`src/design/ua_uart_regs.vh`:
```
`ifndef UA_UART_REGS_VH
`define UA_UART_REGS_VH
// Mode select field encodings
`define UA_MODE_ASYNC7     3'b100
`define UA_MODE_ASYNC8     3'b101
`define UA_MODE_ASYNC9     3'b110
// Prescaler selects for the baud divisor count source
`define UA_PRE_F1          2'b00
`define UA_PRE_F8          2'b01
`define UA_PRE_F32         2'b10
`define UA_PRE_F8_DIV      5'h07
`define UA_PRE_F32_DIV     5'h1f
// Flow control settings
`define UA_FLOW_CTS        2'b00
`define UA_FLOW_RTS        2'b01
`define UA_FLOW_OFF        2'b10
// Oversampling per bit
`define UA_OVS_LAST        4'hf
`define UA_OVS_MID         4'h7
// Reset value of idle line
`define UA_LINE_IDLE       1'b1
`endif

```
`src/design/ua_uart_filt.v`:
```
`default_nettype none
// ****************************************
// Receive input noise filter
// ****************************************
module ua_uart_filt (
  // Clock and reset
  input  wire i_clk,
  input  wire i_rst_n,
  // Control
  input  wire i_en,
  input  wire i_samp,
  // Data
  input  wire i_d,
  output reg  o_q
);
  reg [2:0] hist_reg;

  // Majority of three samples taken on the oversample strobe
  always @(posedge i_clk or negedge i_rst_n) begin
    if (!i_rst_n) begin
      hist_reg <= 3'h7;
      o_q      <= 1'b1;
    end else begin
      if (i_samp) begin
        hist_reg <= {hist_reg[1:0], i_d};
      end
      if (!i_en) begin
        o_q <= i_d; // Bypass still costs one cycle, so the output stays registered
      end else begin
        o_q <= (hist_reg[0] & hist_reg[1]) | (hist_reg[1] & hist_reg[2]) |
               (hist_reg[0] & hist_reg[2]);
      end
    end
  end
endmodule // ua_uart_filt
`default_nettype wire

```
`src/design/ua_uart.v`:
```
// Function
// - Frames carry one start bit and seven, eight or nine data bits.
// - Parity bit after data is odd, even or absent.
// - Frame ends with one or two stop bits as configured.
// - Internal clock: rate is f1, f8 or f32 over 16 times divisor plus one.
// - External clock: rate is pin frequency over 16 times divisor plus one.
// - Flow control is CTS gating, RTS output, or none with pin freed.
// - Transmit starts only with tx allow set and buffer holding data.
// - With CTS gating, transmit waits until clear-to-send input is low.
// - Receive starts only with rx allow set and a start bit seen.
// - Source select 0: transmit request when buffer moves to shift register.
// - Source select 1: transmit request when shift register finishes sending.
// - Receive request when a character moves into the receive buffer.
// - Overrun when buffer unread and next char reaches bit before last stop.
// - Framing error when configured stop bits are not found.
// - Parity error when ones count disagrees with configured parity.
// - Summary error set when any overrun, framing or parity error occurs.
// - Software selects LSB-first or MSB-first bit order.
// - Data inversion flips data bits only, not start or stop bits.
// - Polarity inversion flips the output and input pins entirely.
// - Software enables or bypasses the receive noise filter.
// - Framing and parity flags set when character moves into receive buffer.
// - Mode field: 100b seven, 101b eight, 110b nine bit characters.
// - Serial output idles high, low with polarity inversion; open drain releases it only when high.
// - Receive buffer content is undefined after an overrun.
`default_nettype none
`include "ua_uart_regs.vh"
module ua_uart #(
  parameter BRG_W = 8
) (
  // Clock and reset
  input  wire             i_ref_clk,
  input  wire             i_rst_n,
  // Configuration
  input  wire [2:0]       i_mode_select_field,
  input  wire             i_clock_source_select,
  input  wire [1:0]       i_prescale_sel,
  input  wire [BRG_W-1:0] i_baud_divisor,
  input  wire             i_two_stop,
  input  wire             i_parity_en,
  input  wire             i_parity_even,
  input  wire             i_msb_first,
  input  wire             i_data_invert,
  input  wire             i_line_invert,
  input  wire             i_open_drain,
  input  wire             i_filter_en,
  input  wire [1:0]       i_flow_sel,
  input  wire             i_tx_irq_source_select,
  input  wire             i_tx_allow,
  input  wire             i_rx_allow,
  // Transmit buffer write port
  input  wire [8:0]       i_tx_buffer,
  input  wire             i_tx_write,
  // Receive buffer read port
  input  wire             i_rx_read,
  // Pins
  input  wire             i_ext_clock_pin,
  input  wire             i_serial_in_pin,
  input  wire             i_clear_to_send_input,
  output reg              o_tx_pin,
  output wire             o_tx_oe_n,
  output wire             o_rts_n,
  output wire             o_rts_oe_n,
  // Status
  output reg  [8:0]       o_rx_buffer,
  output reg              o_tx_buffer_empty_flag,
  output wire             o_tx_shift_empty,
  output reg              o_rx_full,
  output reg              o_overrun_err,
  output reg              o_framing_err,
  output reg              o_parity_err,
  output wire             o_error_sum,
  output reg              o_tx_irq,
  output reg              o_rx_irq
);
  // ****************************************
  // Reset and pin synchronisers
  // ****************************************
  reg [1:0] rst_sync_reg;
  reg [1:0] ext_sync_reg;
  reg [1:0] rxd_sync_reg;
  reg [1:0] cts_sync_reg;
  reg       ext_prev_reg;
  wire      rst_n = rst_sync_reg[1];

  // Release reset through two flops
  always @(posedge i_ref_clk or negedge i_rst_n) begin
    if (!i_rst_n) begin
      rst_sync_reg <= 2'h0;
    end else begin
      rst_sync_reg <= {rst_sync_reg[0], 1'b1};
    end
  end

  // Pins cross two flops before use; only the second stage is read by logic
  always @(posedge i_ref_clk or negedge rst_n) begin
    if (!rst_n) begin
      ext_sync_reg <= 2'h0;
      rxd_sync_reg <= 2'h3;
      cts_sync_reg <= 2'h3;
      ext_prev_reg <= 1'b0;
    end else begin
      ext_sync_reg <= {ext_sync_reg[0], i_ext_clock_pin};
      rxd_sync_reg <= {rxd_sync_reg[0], i_serial_in_pin};
      cts_sync_reg <= {cts_sync_reg[0], i_clear_to_send_input};
      ext_prev_reg <= ext_sync_reg[1];
    end
  end

  // ****************************************
  // Bit rate generation
  // ****************************************
  reg  [4:0]       pre_cnt_reg;
  reg  [BRG_W-1:0] brg_cnt_reg;
  wire             pre_tick;
  wire             src_tick;
  wire             ovs_tick;
  wire             ext_rise = ext_sync_reg[1] & ~ext_prev_reg;

  // Prescaler for f8 and f32
  always @(posedge i_ref_clk or negedge rst_n) begin
    if (!rst_n) begin
      pre_cnt_reg <= 5'h00;
    end else begin
      pre_cnt_reg <= pre_cnt_reg + 5'h01;
    end
  end

  assign pre_tick = (i_prescale_sel == `UA_PRE_F1)  ? 1'b1 :
                    (i_prescale_sel == `UA_PRE_F8)  ?
                      ((pre_cnt_reg & `UA_PRE_F8_DIV) == `UA_PRE_F8_DIV) :
                      (pre_cnt_reg == `UA_PRE_F32_DIV);
  // External clock edges are counted; pin must be well below half the clock
  assign src_tick = i_clock_source_select ? ext_rise : pre_tick;

  // Divide by divisor plus one to give the 16x oversample strobe
  always @(posedge i_ref_clk or negedge rst_n) begin
    if (!rst_n) begin
      brg_cnt_reg <= {BRG_W{1'b0}};
    end else if (src_tick) begin
      brg_cnt_reg <= (brg_cnt_reg == 0) ? i_baud_divisor : brg_cnt_reg - 1'b1;
    end
  end
  assign ovs_tick = src_tick & (brg_cnt_reg == 0);

  // ****************************************
  // Format decode
  // ****************************************
  wire       mode_ok = (i_mode_select_field == `UA_MODE_ASYNC7) |
                       (i_mode_select_field == `UA_MODE_ASYNC8) |
                       (i_mode_select_field == `UA_MODE_ASYNC9);
  wire [3:0] nbits   = (i_mode_select_field == `UA_MODE_ASYNC7) ? 4'h7 :
                       (i_mode_select_field == `UA_MODE_ASYNC9) ? 4'h9 : 4'h8;
  wire       cts_ok  = (i_flow_sel != `UA_FLOW_CTS) | ~cts_sync_reg[1];

  // Reorder for MSB first: only the low nbits take part
  function [8:0] ua_order;
    input [8:0] d;
    input [3:0] n;
    input       msb;
    integer k;
    begin
      ua_order = d;
      if (msb) begin
        for (k = 0; k < 9; k = k + 1) begin
          if (k < n) begin
            ua_order[k] = d[n - 1 - k];
          end
        end
      end
    end
  endfunction

  // ****************************************
  // Transmitter
  // ****************************************
  localparam TX_IDLE = 2'h0;
  localparam TX_RUN  = 2'h1;
  reg  [1:0] tx_st_reg;
  reg  [8:0] txb_reg;
  reg  [8:0] tx_sh_reg;
  reg  [3:0] tx_ovs_reg;
  reg  [3:0] tx_pos_reg;
  reg        tx_par_reg;
  wire [3:0] tx_last = nbits + {3'h0, i_parity_en} + {3'h0, i_two_stop} + 4'h1;
  reg        tx_bit;
  wire       tx_go = i_tx_allow & ~o_tx_buffer_empty_flag & cts_ok & mode_ok;

  assign o_tx_shift_empty = (tx_st_reg == TX_IDLE);
  assign o_tx_oe_n = i_open_drain & o_tx_pin;

  // Bit at the current position: start, data, parity, stop
  always @* begin
    if (tx_pos_reg == 4'h0) begin
      tx_bit = 1'b0;
    end else if (tx_pos_reg <= nbits) begin
      tx_bit = tx_sh_reg[0] ^ i_data_invert;
    end else if (i_parity_en && tx_pos_reg == nbits + 4'h1) begin
      tx_bit = tx_par_reg;
    end else begin
      tx_bit = 1'b1;
    end
  end

  // Frame sequencer; buffer write that meets a load keeps the new data
  always @(posedge i_ref_clk or negedge rst_n) begin
    if (!rst_n) begin
      tx_st_reg <= TX_IDLE;
      txb_reg <= 9'h000;
      tx_sh_reg <= 9'h000;
      tx_ovs_reg <= 4'h0;
      tx_pos_reg <= 4'h0;
      tx_par_reg <= 1'b0;
      o_tx_buffer_empty_flag <= 1'b1;
      o_tx_pin <= `UA_LINE_IDLE;
      o_tx_irq <= 1'b0;
    end else begin
      o_tx_irq <= 1'b0;
      if (i_tx_write) begin
        txb_reg <= i_tx_buffer;
      end
      case (tx_st_reg)
        TX_IDLE: begin
          o_tx_pin <= `UA_LINE_IDLE ^ i_line_invert;
          if (tx_go && ovs_tick) begin
            tx_sh_reg <= ua_order(txb_reg, nbits, i_msb_first);
            tx_par_reg <= ~i_parity_even ^ (^(txb_reg & ~(9'h1ff << nbits)) ^
                          (i_data_invert & nbits[0]));
            tx_pos_reg <= 4'h0;
            tx_ovs_reg <= 4'h0;
            tx_st_reg <= TX_RUN;
            o_tx_irq <= ~i_tx_irq_source_select;
          end
          o_tx_buffer_empty_flag <= i_tx_write ? 1'b0 :
                                    ((tx_go && ovs_tick) ? 1'b1 : o_tx_buffer_empty_flag);
        end
        TX_RUN: begin
          o_tx_pin <= tx_bit ^ i_line_invert;
          if (i_tx_write) begin
            o_tx_buffer_empty_flag <= 1'b0;
          end
          if (ovs_tick) begin
            tx_ovs_reg <= tx_ovs_reg + 4'h1;
            if (tx_ovs_reg == `UA_OVS_LAST) begin
              if (tx_pos_reg >= 4'h1 && tx_pos_reg <= nbits) begin
                tx_sh_reg <= {1'b0, tx_sh_reg[8:1]};
              end
              if (tx_pos_reg == tx_last) begin
                tx_st_reg <= TX_IDLE;
                o_tx_irq <= i_tx_irq_source_select;
              end else begin
                tx_pos_reg <= tx_pos_reg + 4'h1;
              end
            end
          end
        end
        default: begin
          tx_st_reg <= TX_IDLE;
        end
      endcase
    end
  end

  // ****************************************
  // Receiver
  // ****************************************
  localparam RX_IDLE = 2'h0;
  localparam RX_RUN  = 2'h1;
  reg  [1:0] rx_st_reg;
  reg  [8:0] rx_sh_reg;
  reg  [3:0] rx_ovs_reg;
  reg  [3:0] rx_pos_reg;
  reg        rx_ones_reg;
  reg        rx_ferr_reg;
  reg        rx_oe_reg;
  wire       rxd_filt;
  wire       rxd = rxd_filt ^ i_line_invert;
  wire [3:0] rx_last = nbits + {3'h0, i_parity_en} + {3'h0, i_two_stop} + 4'h1;
  wire [8:0] rx_data = ua_order(rx_sh_reg >> (4'h9 - nbits), nbits, i_msb_first);

  // Optional majority filter on the synchronised input
  ua_uart_filt u_filt (
    .i_clk   (i_ref_clk),
    .i_rst_n (rst_n),
    .i_en    (i_filter_en),
    .i_samp  (ovs_tick),
    .i_d     (rxd_sync_reg[1]),
    .o_q     (rxd_filt)
  );

  // RTS asks for data while receiver is enabled and buffer is free
  assign o_rts_n    = ~(i_rx_allow & ~o_rx_full);
  assign o_rts_oe_n = (i_flow_sel != `UA_FLOW_RTS);
  assign o_error_sum = o_overrun_err | o_framing_err | o_parity_err;

  // Mid-bit sampling sequencer
  always @(posedge i_ref_clk or negedge rst_n) begin
    if (!rst_n) begin
      rx_st_reg <= RX_IDLE;
      rx_sh_reg <= 9'h000;
      rx_ovs_reg <= 4'h0;
      rx_pos_reg <= 4'h0;
      rx_ones_reg <= 1'b0;
      rx_ferr_reg <= 1'b0;
      rx_oe_reg <= 1'b0;
      o_rx_buffer <= 9'h000;
      o_rx_full <= 1'b0;
      o_overrun_err <= 1'b0;
      o_framing_err <= 1'b0;
      o_parity_err <= 1'b0;
      o_rx_irq <= 1'b0;
    end else begin
      o_rx_irq <= 1'b0;
      if (i_rx_read) begin
        o_rx_full <= 1'b0;
        o_overrun_err <= 1'b0;
      end
      case (rx_st_reg)
        RX_IDLE: begin
          rx_ovs_reg <= 4'h0;
          if (ovs_tick && i_rx_allow && mode_ok && !rxd) begin
            rx_st_reg <= RX_RUN;
            rx_pos_reg <= 4'h0;
            rx_ones_reg <= 1'b0;
            rx_ferr_reg <= 1'b0;
            rx_oe_reg <= 1'b0;
            rx_ovs_reg <= 4'h1;
          end
        end
        RX_RUN: begin
          if (ovs_tick) begin
            rx_ovs_reg <= rx_ovs_reg + 4'h1;
            if (rx_ovs_reg == `UA_OVS_MID) begin
              if (rx_pos_reg == 4'h0) begin
                if (rxd) begin
                  rx_st_reg <= RX_IDLE;
                end
              end else if (rx_pos_reg <= nbits) begin
                rx_sh_reg <= {rxd ^ i_data_invert, rx_sh_reg[8:1]};
                rx_ones_reg <= rx_ones_reg ^ rxd;
              end else if (i_parity_en && rx_pos_reg == nbits + 4'h1) begin
                rx_ones_reg <= rx_ones_reg ^ rxd;
              end else if (!rxd) begin
                rx_ferr_reg <= 1'b1;
              end
              // Still unread when the bit before the last stop is in
              if (rx_pos_reg == rx_last - 4'h1 && (o_rx_full && !i_rx_read)) begin
                rx_oe_reg <= 1'b1;
              end
              if (rx_pos_reg == rx_last) begin
                rx_st_reg <= RX_IDLE;
                // Buffer overwritten anyway on overrun; content undefined
                o_rx_buffer <= rx_data;
                o_rx_full <= 1'b1;
                o_rx_irq <= 1'b1;
                o_framing_err <= rx_ferr_reg | ~rxd;
                // Ones are counted on line bits, so data inversion needs no term here
                o_parity_err <= i_parity_en & (rx_ones_reg ^ ~i_parity_even);
                o_overrun_err <= o_overrun_err | rx_oe_reg;
              end else if (rx_pos_reg != 4'h0 || !rxd) begin
                rx_pos_reg <= rx_pos_reg + 4'h1;
              end
            end
          end
        end
        default: begin
          rx_st_reg <= RX_IDLE;
        end
      endcase
    end
  end
endmodule // ua_uart
`default_nettype wire

```
`config.mk`:
```
export PLATFORM = sky130hd
export DESIGN_NAME = ua_uart
export DESIGN_NICKNAME = d
export VERILOG_FILES = /design/src/design/ua_uart_filt.v /design/src/design/ua_uart.v
export VERILOG_INCLUDE_DIRS = /design/src /design/src/design
export SDC_FILE = /design/constraint.sdc
export NUM_CORES = 1
export LEC_CHECK = 0
export BUFFER_PORTS_ARGS = -buffer_cell sky130_fd_sc_hd__buf_2
export CORE_UTILIZATION = 30
export CTS_BUF_LIST = sky130_fd_sc_hd__clkbuf_8
export CTS_CLUSTER_DIAMETER = 60
export DETAILED_ROUTE_END_ITERATION = 16
export GPL_ROUTABILITY_DRIVEN = 1
export PLACE_DENSITY = 0.48
export SYNTH_ARGS = -nofsm -noshare
export SYNTH_HDL_FRONTEND = slang
export SYNTH_SLANG_ARGS = --single-unit
```
`constraint.sdc`:
```
create_clock -name i_ref_clk -period 7.59 [get_ports i_ref_clk]
set_input_delay 1.518 -clock i_ref_clk [delete_from_list [all_inputs] [get_ports i_ref_clk]]
set_output_delay 1.518 -clock i_ref_clk [all_outputs]
set_load 0.01 [all_outputs]
```
=== After elaboration in Yosys (flattened, before gate mapping) ===
Index checks and enable logic that the tools add are counted.

* Register bits: 94
* Input bits: 43
* Output and inout bits: 22
* Logic and storage cells: 331

* $add $sub $neg: 21
* $lt $le $gt $ge: 21
* Equality and inequality tests: 37
* Shift-type cells: 2
* Mux-type cells: 141
* Bitwise logic cells: 41
* Reduce and logical (&&, ||, !) cells: 37

{| class="wikitable"
|+ Operator list
! operator !! number
|-
| less-than comparator 32 x 5 -> 1 bit, second input constant || 9
|-
| subtractor 32 x 3 -> 32 bit, second input constant || 4
|-
| 2-to-1 mux 1 bit || 81
|-
| binary-select mux 1 bit (select 4 bit) || 18
|-
| subtractor 32 x 2 -> 32 bit, second input constant || 2
|-
| 2-to-1 mux 9 bit || 6
|-
| 2-to-1 mux 4 bit || 12
|-
| inequality test 2 bit, second input constant || 16
|-
| case mux 4 bit (2 select lines) || 4
|-
| subtractor 32 x 1 -> 32 bit, second input constant || 1
|-
| AND reduction 5 bit || 5
|-
| adder 4 x 1 -> 4 bit, second input constant || 6
|-
| == test 4 bit || 5
|-
| 2-to-1 mux 2 bit || 10
|-
| case mux 9 bit (2 select lines) || 1
|-
| less-than comparator 3 x 4 -> 1 bit, first input constant || 4
|-
| AND 1 bit || 12
|-
| == test 3 bit, second input constant || 4
|-
| case mux 1 bit (2 select lines) || 6
|-
| AND reduction 6 bit || 2
|-
| NOT 1 bit || 10
|-
| AND 9 bit || 1
|-
| logical AND 1 bit || 9
|-
| inequality test 3 bit, second input constant || 3
|-
| 37 further kinds || 69
|}

=== Longest topological paths before layout ===
Gate-level depths: netlist (run 1).

* Depth after elaboration: 13
* Mapped depth: 14
* Depth with buffers taken out: 13

=== By module ===
A second synthesis (run 1) with hierarchy kept.

* Cells, all modules: 515
* Area, all modules: 5,242.5 um^2

{| class="wikitable"
|+ By module, submodules not included
! module !! times used !! cells each !! area each (um^2) !! sequential area each (um^2)
|-
| ua_uart || 1 || 504 || 5,083.6 || 2,209.6
|-
| ua_uart_filt || 1 || 11 || 158.9 || 105.1
|}

=== Worst setup path after synthesis (run 1) ===
OpenSTA, ideal clock, no wires.

* Path type: input -> register
* From: input port i_mode_select_field[2]
* To: register tx_pos_reg[1]
* Library setup time: 0.124 ns
* Arrival: 4.571 ns
* Setup slack: 2.895 ns
* Stages: 13
* Path through: nor2b_1 -> clkbuf_1 -> inv_1 -> ha_1 -> inv_1 -> ha_1 -> fa_1 -> or4b_1 -> o211a_2 -> o2111ai_2 -> nand2_1 -> and3_1 -> a211o_1

* Cells in the longest elaborated chain, start to end: 9
* Elaborated cells between the ends (all ways): 16
* Classes of those cells: add/sub: 3; eq/ne: 6; mux: 2; bitwise: 3; reduce/logical: 2

{| class="wikitable"
|+ Ends and longest elaborated chain
! item !! RTL line !! text
|-
| start: declaration || ua_uart.v:35 || <nowiki>input wire [2:0] i_mode_select_field,</nowiki>
|-
| == test 3 bit (no source line) || -- ||
|-
| 2-to-1 mux 1 bit || ua_uart.v:153 || <nowiki>(i_mode_select_field == `UA_MODE_ASYNC9) ? 4'h9 : 4'h8;</nowiki>
|-
| 2-to-1 mux 4 bit || ua_uart.v:152 || <nowiki>wire [3:0] nbits = (i_mode_select_field == `UA_MODE_ASYNC7) ? 4'h7 :</nowiki>
|-
| adder 4 x 1 -> 4 bit (3 in a row) || ua_uart.v:185 || <nowiki>wire [3:0] tx_last = nbits + {3'h0, i_parity_en} + {3'h0, i_two_stop} + 4'h1;</nowiki>
|-
| == test 4 bit || ua_uart.v:248 || <nowiki>if (tx_pos_reg == tx_last) begin</nowiki>
|-
| inequality test 2 bit (no source line) || -- ||
|-
| AND reduction 5 bit (no source line) * || -- ||
|-
| end signal: assignment || ua_uart.v:252 || <nowiki>tx_pos_reg <= tx_pos_reg + 4'h1;</nowiki>
|-
| end: declaration || ua_uart.v:183 || <nowiki>reg [3:0] tx_pos_reg;</nowiki>
|}

Mark *: on every way between the ends. The rest lies on a longest branch, timed or not.
A chain may end at the register's enable or synchronous reset.

=== Worst setup path in the final report (run 1) ===
* From: input port i_mode_select_field[1]
* To: register o_framing_err

* Cells in the longest elaborated chain, start to end: 8
* Elaborated cells between the ends (all ways): 9
* Classes of those cells: add/sub: 3; eq/ne: 3; mux: 2; reduce/logical: 1

{| class="wikitable"
|+ Ends and longest elaborated chain
! item !! RTL line !! text
|-
| == test 3 bit (no source line) || -- ||
|-
| 2-to-1 mux 1 bit || ua_uart.v:153 ||
|-
| 2-to-1 mux 4 bit * || ua_uart.v:152 ||
|-
| adder 4 x 1 -> 4 bit * (3 in a row) || ua_uart.v:278 || <nowiki>wire [3:0] rx_last = nbits + {3'h0, i_parity_en} + {3'h0, i_two_stop} + 4'h1;</nowiki>
|-
| == test 4 bit * || ua_uart.v:350 || <nowiki>if (rx_pos_reg == rx_last) begin</nowiki>
|-
| AND reduction 4 bit (no source line) * || -- ||
|-
| end signal: assignment || ua_uart.v:356 || <nowiki>o_framing_err <= rx_ferr_reg | ~rxd;</nowiki>
|-
| end: declaration || ua_uart.v:70 || <nowiki>output reg o_framing_err,</nowiki>
|}

Marks and branches as above.

==> results of run 1 <==
cells in the final DEF, fill, tap and decap left out, types with 3 or more instances in the layout:
cell / n
inv_1: 19
nand3_1: 13
nor2_1: 37
nand4_1: 8
mux2_2: 23
buf_4: 3
xnor2_1: 26
and2_1: 6
buf_2: 64
xor2_1: 6
clkinv_2: 3
ha_1: 26
o211ai_1: 3
or3_1: 5
nand2b_1: 7
dfrtp_1: 81
nand2_1: 57
o21ai_1: 13
o22ai_1: 5
mux2i_1: 23
nand3b_1: 3
or3b_1: 3
a211oi_1: 8
nor3_1: 13
a31oi_1: 5
o21ai_0: 21
dfstp_2: 10
a21o_1: 7
and3_1: 8
clkbuf_8: 12
nor2b_1: 3
a21oi_1: 30
o31ai_1: 3
per-stage QoR:
step	hold WS (ns)	setup WS, ns	cells	utilization [%]
3_5_place_dp	0.3164	2.273	809	33.87
2_1_floorplan	0.3312	2.895	540	-
3_3_place_gp	0.3039	2.423	809	33.87
6_report	0.2936	2.709	825	34.96
4_1_cts	0.3269	2.692	825	34.96
5_1_grt	0.3443	2.347	825	34.96
layout make-up:
type | instances | area [µm²]
inverter | 21 | 91.34
sequential | 92 | 2318
multi-input combinational | 404 | 2845
fill | 1776 | 11290
clock inverter | 4 | 22.52
clock buffer | 12 | 165.2
timing repair buffer | 67 | 342.8
tap | 225 | 281.5
cell families after synthesis:
| logic type | after synthesis | share of synthesized area, % |
|---|---|---|
| other cells | 1 | 0.07001 |
| mux | 46 | 9.133 |
| simple gates | 182 | 17.66 |
| fa+ha+maj | 28 | 6.634 |
| flops | 92 | 43.21 |
| buf+inv | 44 | 3.714 |
| xor+xnor | 35 | 6.377 |
| compound gates | 112 | 13.20 |
synthesized netlist by cell type (all sizes together) (6+ instances only):
master and instances:
dfrtp 82, nand2 57, nor2 37, o21ai 35, a21oi 30, xnor2 27
ha 26, mux2 23, mux2i 23, inv 19, clkbuf 15, nor3 14
nand3 13, dfstp 10, nand4 9, a211oi 8, and3 8, buf 8
a21o 7, nand2b 7, and2 6, o22ai 6, xor2 6
routing by layer:
layer,global-route usage (%),up-vias,wire length [µm]
met5,0,-,0
met4,4.182,0,120
met3,3.068,6,424
met2,23.58,61,5984
met1,19.31,2038,5845
li1,-,2023,-
worst paths after layout:
kind	start	endpoint	depth (start not counted)
setup / recovery	i_mode_select_field[1]	o_framing_err	10
hold / removal	rst_sync_reg[1]	tx_sh_reg[8]	0
setup reg to reg	brg_cnt_reg[0]	tx_sh_reg[2]	7
hold reg to reg	rst_sync_reg[1]	tx_sh_reg[8]	0
max in group asynchronous	rst_sync_reg[1]	rx_pos_reg[2]	1
min in group i_ref_clk	rst_sync_reg[0]	rst_sync_reg[1]	0
report_power, final:
group | internal (mW) | switching, mW
Combinational | 0.0986 | 0.117
Clock | 0.144 | 0.173
Sequential | 0.532 | 0.0533
worst reg2reg max path: stages (launching register included):
cell	delay (ns)
dfrtp_1	0.42
inv_1	0.09
ha_1	0.17
nor3b_2	0.33
nand2_1	0.36
nor3_1	0.73
o22ai_2	0.36
mux2_2	0.37
==> impl_metrics.env, run 1 <==
export IMPL_drtIter0Drc=239
export IMPL_yosys_warnings=0
export IMPL_dieArea_mm2=0.01839
export IMPL_worstMarginPinSlew_ns=0.8102
export IMPL_async_flop_share_pct=100.0
export IMPL_startpoint_type="input pin"
export IMPL_finalSetupViolCount=0
export IMPL_relSlewSlack_pct=45.57
export IMPL_drtPass1Iterations=4
export IMPL_clockBufferDepth=2
export IMPL_post_cts_resize_count=0
export IMPL_via_per_inst=5.004
export IMPL_numCtsBuffers=9
export IMPL_std_cell_rows=48
export IMPL_die_w_um=135.6
export IMPL_cts_tree="done"
export IMPL_ir_drop_uv=73.17
export IMPL_grt_max_degree=54
export IMPL_arrival_ns=5.12
export IMPL_path_clk_slew_ns=0.09
export IMPL_synth_seq_cells=92
export IMPL_synth_distinct_cells=69
export IMPL_final_nets=665
export IMPL_power_mw=1.118
export IMPL_tns_ns=0
export IMPL_postCtsSetupBuffers=0
export IMPL_run_status="completed"
export IMPL_overflow=0
export IMPL_drtAntennaViolNets=0
export IMPL_avgSynthCellArea_um2=9.919
export IMPL_ios=65
export IMPL_rsz0062_at_grt="false"
export IMPL_maxCapViolCount=0
export IMPL_cpLargestDelayFamily="simple AND/OR/NAND/NOR gates"
export IMPL_coreArea_mm2=0.01736
export IMPL_design_area_mm2=0.006067
export IMPL_fin_crit_ns=4.881
export IMPL_grt_total_usage_pct=14.52
export IMPL_synth_top_area_cell="dfrtp_1"
export IMPL_slew_violations=0
export IMPL_cts_hold_buffers=0
export IMPL_synth_area_leaders="dfrtp_1 38%, ha_1 6.1%, dfstp_2 4.9%"
export IMPL_ys_flop_type="dfrtp_1"
export IMPL_synth_area_mm2=0.005356
export IMPL_synth_top_area_share_pct=38.31
export IMPL_die_h_um=135.6
export IMPL_drive_above_1_share_pct=21.67
export IMPL_areaGrowthSynthToFinish_pct=13.27
export IMPL_path_cells="buf_2, or3b_1, clkinv_8, fa_1, or4b_1, o211ai_1, nand4_2, nand2b_1, nor3_1, a21oi_1"
export IMPL_wl_mm=12.37
export IMPL_power_density_mw_per_mm2=184.3
export IMPL_port_buffers=64
export IMPL_diodes=0
export IMPL_synth_edf_count=0
export IMPL_synth_nets=610
export IMPL_drcViolationCount=0
export IMPL_timing_hold_worst_class="reg -> async"
export IMPL_required_ns=7.83
export IMPL_wl_per_cell_um=15.00
export IMPL_reg2reg_slack_ns=4.66
export IMPL_slowest_delay_ns=0.64
export IMPL_via_count=4128
export IMPL_path_buf_inv=2
export IMPL_grt_pass1_wl_mm=20.83
export IMPL_clk_latency_ns=0.37
export IMPL_start_util_pct=30.86
export IMPL_cts_root_buf="clkbuf_8"
export IMPL_path_class="in -> reg"
export IMPL_cts_sinks=92
export IMPL_crit_path_end_kind="flip-flop"
export IMPL_antenna_found_initial=0
export IMPL_dp_hpwl_mm=9.151
export IMPL_synth_cells=540
export IMPL_path_max_fanout=21
export IMPL_grt_pass1_vias=4126
export IMPL_finalHoldViolCount=0
export IMPL_finalClockSkew_ns=0.01283
export IMPL_total_leakage_power_nw=2.870
export IMPL_post_route_period_util_pct=64.30
export IMPL_gp_congestion=0.7760
export IMPL_place_area_mm2=0.005879
export IMPL_cp_slowest_cell="or4b_1"
export IMPL_ys_seq_area_share_pct=43.21
export IMPL_h_tree_depth=3
export IMPL_fmax_mhz=204.9
No activity file was read; power rests on OpenSTA's default activity.
==> run 2: changes to the inputs <==
clock period = 5.1 ns   (was 7.59 ns; I/O delays follow)
==> run 2 against run 1 <==
- combinational power grew 48%
- clock-buffer cell count decreased by 2
- setup slack worse by 1.6 ns
- worst hold slack improved by 0.0024 ns
- register-to-register slack got worse by 2.6 ns
- cell count increased by 0.24%
- sequential power rose by 49%
- first-iteration DRC count is 40% higher
- critical endpoint is now o_rx_buffer[8]
- largest cell class unchanged
- largest power group unchanged
==> impl_metrics.env, run 2 (same netlist as run 1, synthesis figures left out) <==
export IMPL_relSlewSlack_pct=41.75
export IMPL_coreArea_mm2=0.01736
export IMPL_drtIter0Drc=335
export IMPL_setup_ws_ns=1.152
export IMPL_start_util_pct=30.86
export IMPL_die_h_um=135.6
export IMPL_postCtsSetupBuffers=0
export IMPL_power_density_mw_per_mm2=292.8
export IMPL_worstMarginPinSlew_ns=0.8671
export IMPL_drtAntennaViolNets=0
export IMPL_drive_above_1_share_pct=21.93
export IMPL_ir_drop_uv=110.7
export IMPL_cpLargestDelayFamily="simple AND/OR/NAND/NOR gates"
export IMPL_stdcell_count=827
export IMPL_path_clk_slew_ns=0.08
export IMPL_tns_ns=0
export IMPL_worst_hold_slack_ns=0.2960
export IMPL_path_class="in -> reg"
export IMPL_cts_root_buf="clkbuf_8"
export IMPL_slew_violations=0
export IMPL_areaGrowthSynthToFinish_pct=14.69
export IMPL_finish_utilization_pct=35.39
export IMPL_die_w_um=135.6
export IMPL_cts_sinks=92
export IMPL_place_ws_ns=0.8377
export IMPL_slowest_delay_ns=0.63
export IMPL_required_ns=5.41
export IMPL_place_area_mm2=0.005894
export IMPL_wl_per_cell_um=15.28
export IMPL_fill_cells=1728
export IMPL_rsz0062_at_grt="false"
export IMPL_dp_cells=811
export IMPL_std_cell_rows=48
export IMPL_post_cts_resize_count=0
export IMPL_numCtsBuffers=9
export IMPL_clockBufferDepth=2
export IMPL_finalSetupViolCount=0
export IMPL_total_leakage_power_nw=2.903
export IMPL_grt_pass1_vias=4171
export IMPL_startpoint_type="input pin"
export IMPL_cts_hold_buffers=0
export IMPL_power_mw=1.799
export IMPL_grt_max_degree=54
export IMPL_fin_crit_ns=3.948
export IMPL_path_buf_inv=3
export IMPL_post_route_period_util_pct=77.42
export IMPL_grt_pass1_wl_mm=21.20
export IMPL_ios=65
export IMPL_drtPass1Iterations=5
export IMPL_clk_latency_ns=0.37
export IMPL_antenna_found_initial=0
export IMPL_overflow=0
export IMPL_cts_tree="done"
export IMPL_layout_commonest_cell="dfrtp_1"
export IMPL_dieArea_mm2=0.01839
export IMPL_final_nets=667
export IMPL_finalHoldViolCount=0
export IMPL_arrival_ns=4.26
export IMPL_crit_path_end_kind="flip-flop"
export IMPL_grt_total_usage_pct=14.77
export IMPL_fmax_mhz=253.3
export IMPL_diodes=0
export IMPL_timing_hold_worst_class="reg -> async"
export IMPL_cp_slowest_cell="or4b_1"
export IMPL_gp_congestion=0.7587
export IMPL_path_cells="buf_2, or3b_1, clkinv_8, fa_1, or4b_1, o211ai_1, nand4_2, nand2b_1, buf_4, nor3_1, a21o_1"
export IMPL_final_cell_mix="81 x dfrtp_1, 64 x buf_2, 57 x nand2_1"
export IMPL_finalClockSkew_ns=0.01771
export IMPL_design_area_mm2=0.006143
export IMPL_maxCapViolCount=0
export IMPL_h_tree_depth=3
export IMPL_via_count=4126
export IMPL_port_buffers=64
export IMPL_drcViolationCount=0
export IMPL_via_per_inst=4.989
export IMPL_path_max_fanout=17
export IMPL_wl_mm=12.63
export IMPL_run_status="completed"
export IMPL_dp_hpwl_mm=9.268
-- run 2: cell count changes in the layout (fill, tap and decap cells not counted), sizes merged --
cell,delta
buf,+2
bufinv,+3
clkbuf,-2
clkinv,-1
-- run 2: worst paths after layout --
path | cells after the start | start | slack [ns] | end
setup / recovery | 11 | i_mode_select_field[1] | 1.15 | o_rx_buffer[8]
hold / removal | 0 | rst_sync_reg[1] | 0.30 | tx_sh_reg[7]
setup reg to reg | 7 | brg_cnt_reg[0] | 2.11 | tx_sh_reg[6]
hold reg to reg | 0 | rst_sync_reg[1] | 0.30 | tx_sh_reg[7]
max in group asynchronous | 1 | rst_sync_reg[1] | 3.73 | brg_cnt_reg[5]
min in group i_ref_clk | 0 | ext_sync_reg[0] | 0.36 | ext_sync_reg[1]
-- run 2: routing by layer --
| metal | vias to the layer above | global-route usage [%] | share of wire, % |
|---|---|---|---|
| li1 | 2027 | - | - |
| met1 | 2023 | 19.18 | 47 |
| met2 | 69 | 24.46 | 49 |
| met3 | 7 | 2.918 | 3.5 |
| met4 | 0 | 4.806 | 0.84 |
| met5 | - | 0 | 0 |
-- run 2: layout make-up --
| cell class | count | area [µm²] | share of cell area, % |
|---|---|---|---|
| clock buffer | 10 | 137.6 | 2.240 |
| clock inverter | 6 | 111.4 | 1.813 |
| inverter | 21 | 91.34 | 1.487 |
| multi-input combinational | 404 | 2845 | 46.31 |
| sequential | 92 | 2318 | 37.74 |
| tap | 225 | 281.5 | 4.582 |
| timing repair buffer | 69 | 357.8 | 5.825 |
-- run 2: where the power goes --
group	switching, mW	internal (mW)	total (mW)
combinational	0.172	0.148	0.319
clock	0.269	0.339	0.608
sequential	0.0798	0.792	0.872
